--- config.mk ---
export PLATFORM = sky130hd
export DESIGN_NAME = dpram_host
export DESIGN_NICKNAME = d
export VERILOG_FILES = /design/src/common/dpram_host_pkg.sv /design/src/dpram_host.sv
export VERILOG_INCLUDE_DIRS = /design/src /design/src/common
export SDC_FILE = /design/constraint.sdc
export NUM_CORES = 1
export LEC_CHECK = 0
export ABC_CLOCK_PERIOD_IN_PS = 2400
export BUFFER_PORTS_ARGS = -buffer_cell sky130_fd_sc_hd__clkbuf_2
export CORE_MARGIN = 2
export CORE_UTILIZATION = 44
export CTS_CLUSTER_DIAMETER = 30
export DETAILED_ROUTE_END_ITERATION = 10
export GPL_TIMING_DRIVEN = 0
export PLACE_DENSITY = 0.75
export RECOVER_POWER = 100
export SETUP_SLACK_MARGIN = 0.05
export SLEW_MARGIN = 15
export SYNTH_ARGS = -nofsm -noshare
export SYNTH_HDL_FRONTEND = slang
export SYNTH_SLANG_ARGS = --single-unit
--- constraint.sdc ---
create_clock -name ref_clk -period 2.4 [get_ports ref_clk]
set_input_delay 0.48 -clock ref_clk [delete_from_list [all_inputs] [get_ports ref_clk]]
set_output_delay 0.48 -clock ref_clk [all_outputs]
set_load 0.005 [all_outputs]
--- src/common/dpram_host_regs.svh ---
// register offsets, fields and timing counts of the dual-port ram host controller
`ifndef DPRAM_HOST_REGS_SVH
`define DPRAM_HOST_REGS_SVH
`define HOST_CTRL_OFS 12'h000
`define HOST_ADDR_OFS 12'h004
`define HOST_WDATA_OFS 12'h008
`define HOST_RDATA_OFS 12'h00C
`define HOST_STATUS_OFS 12'h010
`define CTRL_GO_BIT 0
`define CTRL_WRITE_BIT 1
`define CTRL_SEM_BIT 2
`define CTRL_UPPER_BIT 3
`define CTRL_LOWER_BIT 4
`define CTRL_OEWR_BIT 5
`define CTRL_RESET 32'h0000_0018
`define CLK_PERIOD_NS 10
`define T_WRITE_PULSE_NS 12
`define T_WZ_NS 10
`define T_DATA_SETUP_NS 10
`define T_READ_ACCESS_NS 15
`define T_BUSY_DATA_NS 18
`define T_WRITE_HOLD_AFTER_BUSY_NS 12
`define T_SEM_WRITE_TO_READ_NS 5
`define T_ADDR_SETUP_NS 10
`define CYC_UP(t) (((t) + `CLK_PERIOD_NS - 1) / `CLK_PERIOD_NS)
`endif

--- src/common/dpram_host_pkg.sv ---
// types shared by the dual-port ram host controller
package dpram_host_pkg;
  typedef enum logic [2:0] {
    ST_IDLE,
    ST_SETUP,
    ST_PULSE,
    ST_HOLD,
    ST_READ,
    ST_GAP
  } host_state_t;
endpackage : dpram_host_pkg

--- src/dpram_host.sv ---
// apb-driven host that runs array and semaphore cycles on one port of the dual-port ram
// ==========================================================
// Summary of operation
// RL1: array needs port select low, a lane low, flag select high; flags inverse.
// RL2: hold the chosen selection steady from port select until write end.
// RL3: device writes only lanes whose select is low with port select and write low.
// RL4: address changes only while port select and read/write line are high.
// RL5: device keeps outputs off when select falls with or after write line.
// RL6: with output drive low, pulse is max of pulse width and turnoff plus setup.
// RL7: write data held at least the hold time after the write ends.
// RL8: never drive data onto pins while the device still drives them.
// RL9: read data valid after the last of all access delays.
// RL10: busy-release delay applies only when the other port writes same address.
// RL11: busy-release delay is max of zero and the two port-to-port differences.
// RL12: after a flag write wait write-to-read time; read gives flag on all bits.
// RL13: simultaneous flag releases go to one undefined side.
// RL14: in master mode the earlier stable port wins the address match.
// RL15: busy asserts and releases within the busy access and disable times.
// RL16: a losing port's read or write is blocked until busy returns high.
// RL17: on the losing port keep write active the hold time after busy rises.
// RL18: slave busy input must be asserted no later than the write start.
// RL19: master ignores writes on a port while its busy output is low.
// RL20: eight flags on the three low address bits, written via data bit zero.
// RL21: writing zero to a free flag grants it; release passes it to a waiter.
// RL22: timing and arbitration identical for both ports.
//
// Implementation choices: the register addresses and the APB register port.
`timescale 1ns/10ps
`include "dpram_host_regs.svh"
module dpram_host
  import dpram_host_pkg::*;
#(
  parameter int ADDR_W = 12,
  parameter int DATA_W = 18
)
(
  input wire logic ref_clk,
  input wire logic reset,
  input wire logic psel,
  input wire logic penable,
  input wire logic pwrite,
  input wire logic [11:0] paddr,
  input wire logic [31:0] pwdata,
  output logic [31:0] prdata,
  output logic pready,
  output logic pslverr,
  output logic [ADDR_W-1:0] address,
  output logic port_select_n,
  output logic read_write_n,
  output logic output_drive_n,
  output logic upper_lane_select_n,
  output logic lower_lane_select_n,
  output logic flag_select_n,
  input wire logic [DATA_W-1:0] dataIn,
  output logic [DATA_W-1:0] dataOut,
  output logic dataOe,
  input wire logic busy_n
);
  // ==========================================================
  // timing counts
  localparam int MAX_PULSE_NS = (`T_WZ_NS + `T_DATA_SETUP_NS > `T_WRITE_PULSE_NS) ?
    `T_WZ_NS + `T_DATA_SETUP_NS : `T_WRITE_PULSE_NS;
  localparam logic [3:0] PULSE_CYC = 4'(`CYC_UP(`T_WRITE_PULSE_NS));
  localparam logic [3:0] PULSE_OE_CYC = 4'(`CYC_UP(MAX_PULSE_NS));
  localparam logic [3:0] READ_CYC = 4'(`CYC_UP(`T_READ_ACCESS_NS + `T_BUSY_DATA_NS));
  localparam logic [3:0] HOLD_CYC = 4'(`CYC_UP(`T_WRITE_HOLD_AFTER_BUSY_NS));
  localparam logic [3:0] SETUP_CYC = 4'(`CYC_UP(`T_ADDR_SETUP_NS));
  localparam logic [3:0] GAP_CYC = 4'(`CYC_UP(`T_SEM_WRITE_TO_READ_NS));
  localparam logic [3:0] BDD_CYC = 4'(`CYC_UP(`T_BUSY_DATA_NS));

  // ==========================================================
  // synchronisers for pins
  logic busyMeta_reg;
  logic busySync_reg;
  logic [DATA_W-1:0] dinMeta_reg;
  logic [DATA_W-1:0] dinSync_reg;
  always_ff @(posedge ref_clk)
  begin
    busyMeta_reg <= busy_n;
    busySync_reg <= busyMeta_reg;
    dinMeta_reg <= dataIn;
    dinSync_reg <= dinMeta_reg;
  end

  // ==========================================================
  // registers
  host_state_t state_reg;
  host_state_t state_next;
  logic [5:0] ctrl_reg;
  logic [ADDR_W-1:0] addr_reg;
  logic [DATA_W-1:0] wdata_reg;
  logic [DATA_W-1:0] rdata_reg;
  logic [3:0] count_reg;
  logic [3:0] count_next;
  logic busySeen_reg;
  logic done_reg;

  wire accessDone = psel && penable;
  wire wrEn = accessDone && pwrite;
  wire idle = (state_reg == ST_IDLE);
  wire goReq = wrEn && (paddr == `HOST_CTRL_OFS) && pwdata[`CTRL_GO_BIT] && idle;
  wire isWrite = ctrl_reg[`CTRL_WRITE_BIT];
  // control as it will stand once a go write lands, so the first cycle selects right
  wire [5:0] ctrlNow = goReq ? {pwdata[5:1], 1'b0} : ctrl_reg;
  wire isSem = ctrlNow[`CTRL_SEM_BIT];
  wire busyLow = !busySync_reg;
  wire countZero = (count_reg == 4'h0);
  wire [3:0] pulseCyc = ctrl_reg[`CTRL_OEWR_BIT] ? PULSE_OE_CYC : PULSE_CYC;

  assign pready = 1'b1;
  assign pslverr = 1'b0;

  // ==========================================================
  // register writes; address and data only change while idle
  always_ff @(posedge ref_clk)
  begin
    if (reset)
    begin
      ctrl_reg <= 6'(`CTRL_RESET);
      addr_reg <= '0;
      wdata_reg <= '0;
    end
    else if (wrEn && idle)
    begin
      // RL4: address stable
      if (paddr == `HOST_CTRL_OFS)
        ctrl_reg <= {pwdata[5:1], 1'b0};
      if (paddr == `HOST_ADDR_OFS)
        addr_reg <= pwdata[ADDR_W-1:0];
      if (paddr == `HOST_WDATA_OFS)
        wdata_reg <= pwdata[DATA_W-1:0];
    end
  end

  // ==========================================================
  // cycle sequencer
  always_comb
  begin
    state_next = state_reg;
    count_next = countZero ? 4'h0 : count_reg - 4'h1;
    unique case (state_reg)
      ST_IDLE:
        if (goReq)
        begin
          state_next = ST_SETUP;
          count_next = SETUP_CYC;
        end
      ST_SETUP:
        if (countZero)
        begin
          state_next = isWrite ? ST_PULSE : ST_READ;
          count_next = isWrite ? pulseCyc : READ_CYC;
        end
      ST_PULSE:
        // RL16 RL18 RL22: stretch pulse while busy
        if (busyLow)
          count_next = HOLD_CYC;
        else if (countZero)
        begin
          state_next = ST_HOLD;
          count_next = 4'h1;
        end
      ST_READ:
        // RL9 RL10: wait all access delays, restarted by busy release
        if (busyLow)
          count_next = BDD_CYC;
        else if (countZero)
          state_next = ST_GAP;
      ST_HOLD:
        // RL12: gap before next flag read
        if (countZero)
        begin
          state_next = ST_GAP;
          count_next = GAP_CYC;
        end
      ST_GAP:
        if (countZero)
          state_next = ST_IDLE;
    endcase
  end

  always_ff @(posedge ref_clk)
  begin
    if (reset)
    begin
      state_reg <= ST_IDLE;
      count_reg <= 4'h0;
      busySeen_reg <= 1'b0;
      done_reg <= 1'b0;
      rdata_reg <= '0;
    end
    else
    begin
      state_reg <= state_next;
      count_reg <= count_next;
      // RL17: note contention on the losing port
      if (state_reg == ST_PULSE && busyLow)
        busySeen_reg <= 1'b1;
      else if (goReq)
        busySeen_reg <= 1'b0;
      if (state_reg == ST_READ && state_next == ST_GAP)
        rdata_reg <= dinSync_reg;
      if (state_reg != ST_IDLE && state_next == ST_IDLE)
        done_reg <= 1'b1;
      else if (goReq)
        done_reg <= 1'b0;
    end
  end

  // ==========================================================
  // pin drive, all from flip-flops
  wire active = (state_reg != ST_IDLE);
  always_ff @(posedge ref_clk)
  begin
    if (reset)
    begin
      address <= '0;
      port_select_n <= 1'b1;
      flag_select_n <= 1'b1;
      upper_lane_select_n <= 1'b1;
      lower_lane_select_n <= 1'b1;
      read_write_n <= 1'b1;
      output_drive_n <= 1'b1;
      dataOut <= '0;
      dataOe <= 1'b0;
    end
    else
    begin
      address <= addr_reg;
      // RL1: array or semaphore select; RL2: held for whole cycle
      port_select_n <= !(state_next != ST_IDLE && state_next != ST_GAP && !isSem);
      flag_select_n <= !(state_next != ST_IDLE && state_next != ST_GAP && isSem);
      upper_lane_select_n <= isSem ? 1'b1 : !ctrlNow[`CTRL_UPPER_BIT];
      lower_lane_select_n <= isSem ? 1'b1 : !ctrlNow[`CTRL_LOWER_BIT];
      // RL6: pulse length set by output drive mode
      read_write_n <= !(state_next == ST_PULSE);
      output_drive_n <= !((state_next == ST_READ) ||
        (state_next == ST_PULSE && ctrl_reg[`CTRL_OEWR_BIT]));
      // RL7: data kept through hold; RL8: drive only in a write
      dataOut <= wdata_reg;
      dataOe <= (state_next == ST_PULSE) || (state_next == ST_HOLD);
    end
  end

  // ==========================================================
  // read mux
  wire [31:0] statusWord = {28'h0, busySeen_reg, busySync_reg, done_reg, active};
  assign prdata = (paddr == `HOST_CTRL_OFS) ? {26'h0, ctrl_reg} :
    (paddr == `HOST_ADDR_OFS) ? 32'(addr_reg) :
    (paddr == `HOST_WDATA_OFS) ? 32'(wdata_reg) :
    (paddr == `HOST_RDATA_OFS) ? 32'(rdata_reg) :
    (paddr == `HOST_STATUS_OFS) ? statusWord : 32'h0;
endmodule : dpram_host

# After elaboration in Yosys (flattened, before gate mapping)
# Index checks and enable logic that the tools add are counted.
[word_totals]
word_cells = 97
in_bits = 68
register_bits = 137
[op_classes]
eq_ne = 14
mux = 26
n_reduce_logical = 35
add_sub_neg = 1
[op_table]
columns = ["operator", "n"]
rows = [
  ["two-way mux 18 bit", 4],
  ["two-way mux 4 bit", 7],
  ["two-way mux 3 bit", 9],
  ["== test 12 x 4 -> 1 bit (second input constant)", 2],
  ["one-hot mux 4 bit (5 select lines)", 1],
  ["one-hot mux 3 bit (6 select lines)", 1],
  ["logical AND 1 bit", 13],
  ["== test 12 x 3 -> 1 bit (second input constant)", 1],
  ["== test 12 x 5 -> 1 bit (second input constant)", 1],
  ["== test 3 x 2 -> 1 bit (second input constant)", 4],
  ["== test 3 bit (second input constant)", 4],
  ["zero test 12 bit", 1],
  ["zero test 1 bit", 8],
  ["zero test 3 bit", 2],
  ["AND reduction 2 bit", 3],
  ["nonzero test 3 bit", 2],
  ["two-way mux 5 bit", 1],
  ["zero test 4 bit", 1],
  ["nonzero test 2 bit", 2],
  ["subtractor 4 x 1 -> 4 bit (second input constant)", 1],
  ["== test 3 x 1 -> 1 bit (second input constant)", 1],
  ["two-way mux 1 bit", 3],
  ["inequality test 3 bit (second input constant)", 1],
  ["logical OR 1 bit", 2],
  ["OR reduction 2 bit", 1],
]

# Logic depth before layout (Yosys ltp)
[logic_depth]
ltp_word = 11
ltp_mapped = 8

# Least setup slack after synthesis
# No wires, ideal clock.
[synth_path]
path_type = "input port to flip-flop"
from = "input port paddr[9]"
to = "register port_select_n"
t_arrival_ns = 2.147
stages = 5
setup_slack_ns = 0.121
setup_time_ns = 0.132
cell_sequence = "nor4_4 nand3_4 nor4_4 mux2_4 or3_2"
[synth_via]
elab_chain_cells = 10
word_cells_on_any_way = 13
classes_between = "eq/ne (1); mux (3); reduce/logical (9)"
[synth_lines]
columns = ["element", "line", "text"]
rows = [
  ["start: declaration", "dpram_host.sv:42", "input wire logic [11:0] paddr,"],
  ["zero test 12 bit (no source line) *", "--", ""],
  ["logical AND 1 bit * (3 in a row)", "dpram_host.sv:101", "wire goReq = wrEn && (paddr == `HOST_CTRL_OFS) && pwdata[`CTRL_GO_BIT] && idle;"],
  ["two-way mux 3 bit", "dpram_host.sv:143", "if (goReq)"],
  ["one-hot mux 3 bit (6 select lines)", "dpram_host.sv:141", "unique case (state_reg)"],
  ["inequality test 3 bit or nonzero test 3 bit (tied branches)", "dpram_host.sv:231", "port_select_n <= !(state_next != ST_IDLE && state_next != ST_GAP && !isSem);"],
  ["logical AND 1 bit", "dpram_host.sv:231", ""],
  ["logical AND 1 bit *", "dpram_host.sv:231", ""],
  ["zero test 1 bit *", "dpram_host.sv:231", ""],
  ["end signal: assignment", "dpram_host.sv:231", ""],
  ["end: declaration", "dpram_host.sv:48", "output logic port_select_n,"],
]
# Mark *: on every way between the ends. The rest lies on a longest branch, timed or not.
# A chain may end at the register's enable or synchronous reset.

# Final worst setup path
[layout_path]
from = "input port paddr[9]"
to = "output port prdata[1]"
[layout_via]
elab_chain_cells = 6
word_cells_on_any_way = 10
classes_between = "eq/ne (4); mux (5); reduce/logical (1)"
[layout_lines]
columns = ["element", "line", "text"]
rows = [
  ["== test 12 x 5 -> 1 bit (no source line)", "--", ""],
  ["two-way mux 4 bit", "dpram_host.sv:252", "(paddr == `HOST_STATUS_OFS) ? statusWord : 32'h0;"],
  ["two-way mux 18 bit", "dpram_host.sv:251", "(paddr == `HOST_RDATA_OFS) ? 32'(rdata_reg) :"],
  ["two-way mux 18 bit", "dpram_host.sv:250", "(paddr == `HOST_WDATA_OFS) ? 32'(wdata_reg) :"],
  ["two-way mux 18 bit", "dpram_host.sv:249", "(paddr == `HOST_ADDR_OFS) ? 32'(addr_reg) :"],
  ["two-way mux 18 bit *", "dpram_host.sv:248", "assign prdata = (paddr == `HOST_CTRL_OFS) ? {26'h0, ctrl_reg} :"],
  ["end: declaration", "dpram_host.sv:44", "output logic [31:0] prdata,"],
]
# Marked as above.

==> summary.md <==
| Metric | Value |
|---|---|
| Via count | 4,021 |
| Worst Skew | 6.00 ps |
| Total gr overflow | 0 |
| Initial antenna violation count | 0 |
| Maximum clock path buffer count | 2 |
| Synth area leader | dfxtp_1 |
| Hold Vio Cnt, Final | 0 |
| Top-area cell type share of the netlist area | 0.561 |
| Vias in the first global route | 3,844 |
| Die X | 109 um |
| Port Buffers | 107 |
| First-pass GRT wire length | 18,700 um |
| WP data arrival | 1920 ps |
| Worst Setup End Kind | output pin |
| Gr usage total | 0.208 |
| Largest net degree at the start of global routing | 17 |
| Final period util | 1.00 |
| CP cell instances | buf_6 > nor4_4 > nand3_4 > or3_4 > nor2_1 > o32ai_2 > clkbuf_2 |
| Fmax | 417 MHz |
| Critical Path Source | paddr[9] |
| Endpoints failing setup | 2 |
| Cells after synthesis | 507 |
| Via-to-Cell Ratio | 4.98 |
| PwrDens | 809 nW/um^2 |
| Die Span Y | 109 um |
| Leakage | 2.71 nW |
| Starting DRT DRC Count | 295 |
| TritonCTS clock tree | yes |
| Final wirelength | 12,300 um |
| Hold_sp | dataIn[3] |
| H-tree Lvls | 4 |
| Nets | 722 |
| RSZ-0062 raised after global routing | true |
| Critical Path RT | 1920 ps |
| Top cells by area, synth | dfxtp_1 (56%), mux2i_1 (6.3%), nand2_1 (6.1%) |
| Area growth syn-to-layout | 31.0% |
| Post-Place Cells | 768 |
| Final Wtd Congestion | 0.897 |
| ANT cells | 0 |
| Min Tclk post-route | 2400 ps |
| Clk root buf | clkbuf_8 |
| Worst Path Buf+Inv | 2 |
| Rel. slew slack | 0.592 |
| Clk_lat worst skew | 530 ps |
| Cell row count | 38 |
| Drt pass-1 iters | 5 |
| Slowest CP cell | or3_4 |
| EDFF count, synth | 0 |
| Number of remaining DRC errors | 0 |
| Clock-pin slew on the worst setup and hold paths | 70 ps |
| HPWL Detailed | 8630 um |
| DP Worst Slack | -409 ps |
| Final worst slack | -0.599 ps |
| Post-synth ARST share | 0 |
| Syn avg cell area | 9.64 um^2 |
| Yosys cell types | 49 |
| Critical Path Fanout Max | 7 |
| Slew Viols, Final | 0 |
| Initial Util | 0.451 |
| Highest cell delay on the worst timing path | 410 ps |
| Die area | 12,000 um^2 |
| Post-DRT Antenna Nets | 0 |
| Share of layout cells above drive strength 1 | 0.262 |
| CP top delay family | simple AND/OR/NAND/NOR gates |
| Sequential area share after synthesis | 0.561 |
| Worst Hold Class | input port to flip-flop |
| Status | complete, but fails checks |
| Worst VDD drop | 0.459 mV |
| Synth warn | 0 |
| Yosys reg bits | 137 |
| # IOs | 139 |
| Ys flop type | dfxtp_1 |
| Mapped Area | 4890 um^2 |
| TritonCTS buffer count | 17 |
| Worst R2R Start | state_reg[2] |
| Worst-Margin Slew | 609 ps |
| Core ar. | 10,800 um^2 |
| Failing checks | negative setup slack |
| Post-DR wirelength/cell | 15.3 um |
| Max_cap viols | 0 |
| Post-Layout Cell Count | 807 |
| Startpoint Class | input port |
| Clock sinks | 137 |
| Critical path type | input port to output pin |
[stage by stage]
stage | util | total power [mW] | instance area, um^2 | setup TNS (ps) | hold WS, ps
global placement | 0.521 | 2.53 | 5650 | -5610 | 311
finish | 0.591 | 5.19 | 6410 | -0.792 | 48.8
floorplan | - | 2.45 | 4940 | 0 | 310
detailed placement | 0.521 | 2.53 | 5650 | -6220 | 312
CTS | 0.590 | 5.21 | 6390 | 0 | 31.6
global route | 0.591 | 5.32 | 6410 | -394 | 32.6
[where the power goes]
part | switching (mW) | leakage [nW] | internal, mW | total [mW]
logic | 0.103 | 1.29 | 0.0722 | 0.175
registers | 0.00923 | 1.12 | 2.31 | 2.32
clock network | 1.06 | 0.300 | 1.63 | 2.69
total | 1.18 | 2.71 | 4.01 | 5.19
[kinds of logic after synthesis]
group                  Yosys count  synth area share
AND/OR/NAND/NOR                205             0.214
buffers and inverters           46            0.0504
other                            2           0.00154
AO/OA/AOI/OAI                   85             0.107
flip-flops                     137             0.561
multiplexers                    32            0.0665
[final cells by class]
cell class | instances | area [um^2]
buffer | 43 | 241
tap | 140 | 175
multi-input combinational | 338 | 2050
inverter | 2 | 7.51
sequential | 137 | 2740
clock buffer | 17 | 414
timing repair buffer | 115 | 571
clock inverter | 15 | 201
fill | 898 | 4430
[final timing paths]
path,endpoint,cells past startpoint,slack (ps)
worst max-delay path,prdata[1],7,-0.6
worst min-delay path,dinMeta_reg[3],1,50
worst max register to register,port_select_n,6,80
worst min register to register,dinSync_reg[15],0,320
[cell usage in the layout, fill, tap and decap left out, drive strengths merged, types with 4 or more instances in the layout]
master / netlist / final
a21oi: 49 / 49
a22o: 12 / 12
buf: 25 / 31
clkbuf: 19 / 144
conb: 2 / 16
dfxtp: 137 / 137
inv: 2 / 11
mux2i: 31 / 31
nand2: 79 / 79
nand4: 4 / 4
nor2: 46 / 46
nor2b: 34 / 34
nor3: 10 / 10
nor3b: 8 / 8
nor4: 5 / 5
o21ai: 6 / 6
[metal layers]
layer / part of all wire / track usage / wire, um
met2: 0.50 / 0.357 / 6190
met1: 0.41 / 0.240 / 5010
met3: 0.060 / 0.0451 / 735
met4: 0.030 / 0.116 / 374
met5: 0 / 0 / 0
[Yosys cell counts, types with 2 or more instances]
| cell | instances |
|---|---|
| nor3_2 | 2 |
| nor2_1 | 46 |
| a21oi_1 | 49 |
| or2_2 | 2 |
| a211oi_1 | 2 |
| a211o_1 | 2 |
| o21bai_1 | 3 |
| conb_1 | 2 |
| a22oi_1 | 2 |
| and3_1 | 2 |
| nor4_4 | 2 |
| nand2b_1 | 3 |
| o21ai_1 | 2 |
| nand3_1 | 2 |
| nor2b_1 | 34 |
| o32ai_1 | 3 |
| or3_2 | 2 |
| mux2i_1 | 31 |
| a22o_1 | 12 |
| nor3b_1 | 7 |
| nor3_1 | 8 |
| nand4_1 | 3 |
| nor4_1 | 2 |
| o21ai_0 | 4 |
| buf_2 | 5 |
| dfxtp_1 | 137 |
| buf_1 | 3 |
| inv_1 | 2 |
| nand2_1 | 79 |
| buf_4 | 16 |
| o22ai_1 | 2 |
| clkbuf_1 | 19 |
[worst register-to-register path, delay by kind of cell, from the launching register on]
family	cells	cell delay, ps
AND/OR/NAND/NOR	5	1660
flip-flops	1	350
multiplexers	1	170
[repair_timing]
action,CTS,global route
hold buffers,0,0
pin swaps,3,7
endpoints found under the hold margin,0,0
gates resized for setup,19,11
setup buffers,6,2
setup endpoints to repair,19,31
Power figures use the tool's default switching activity.
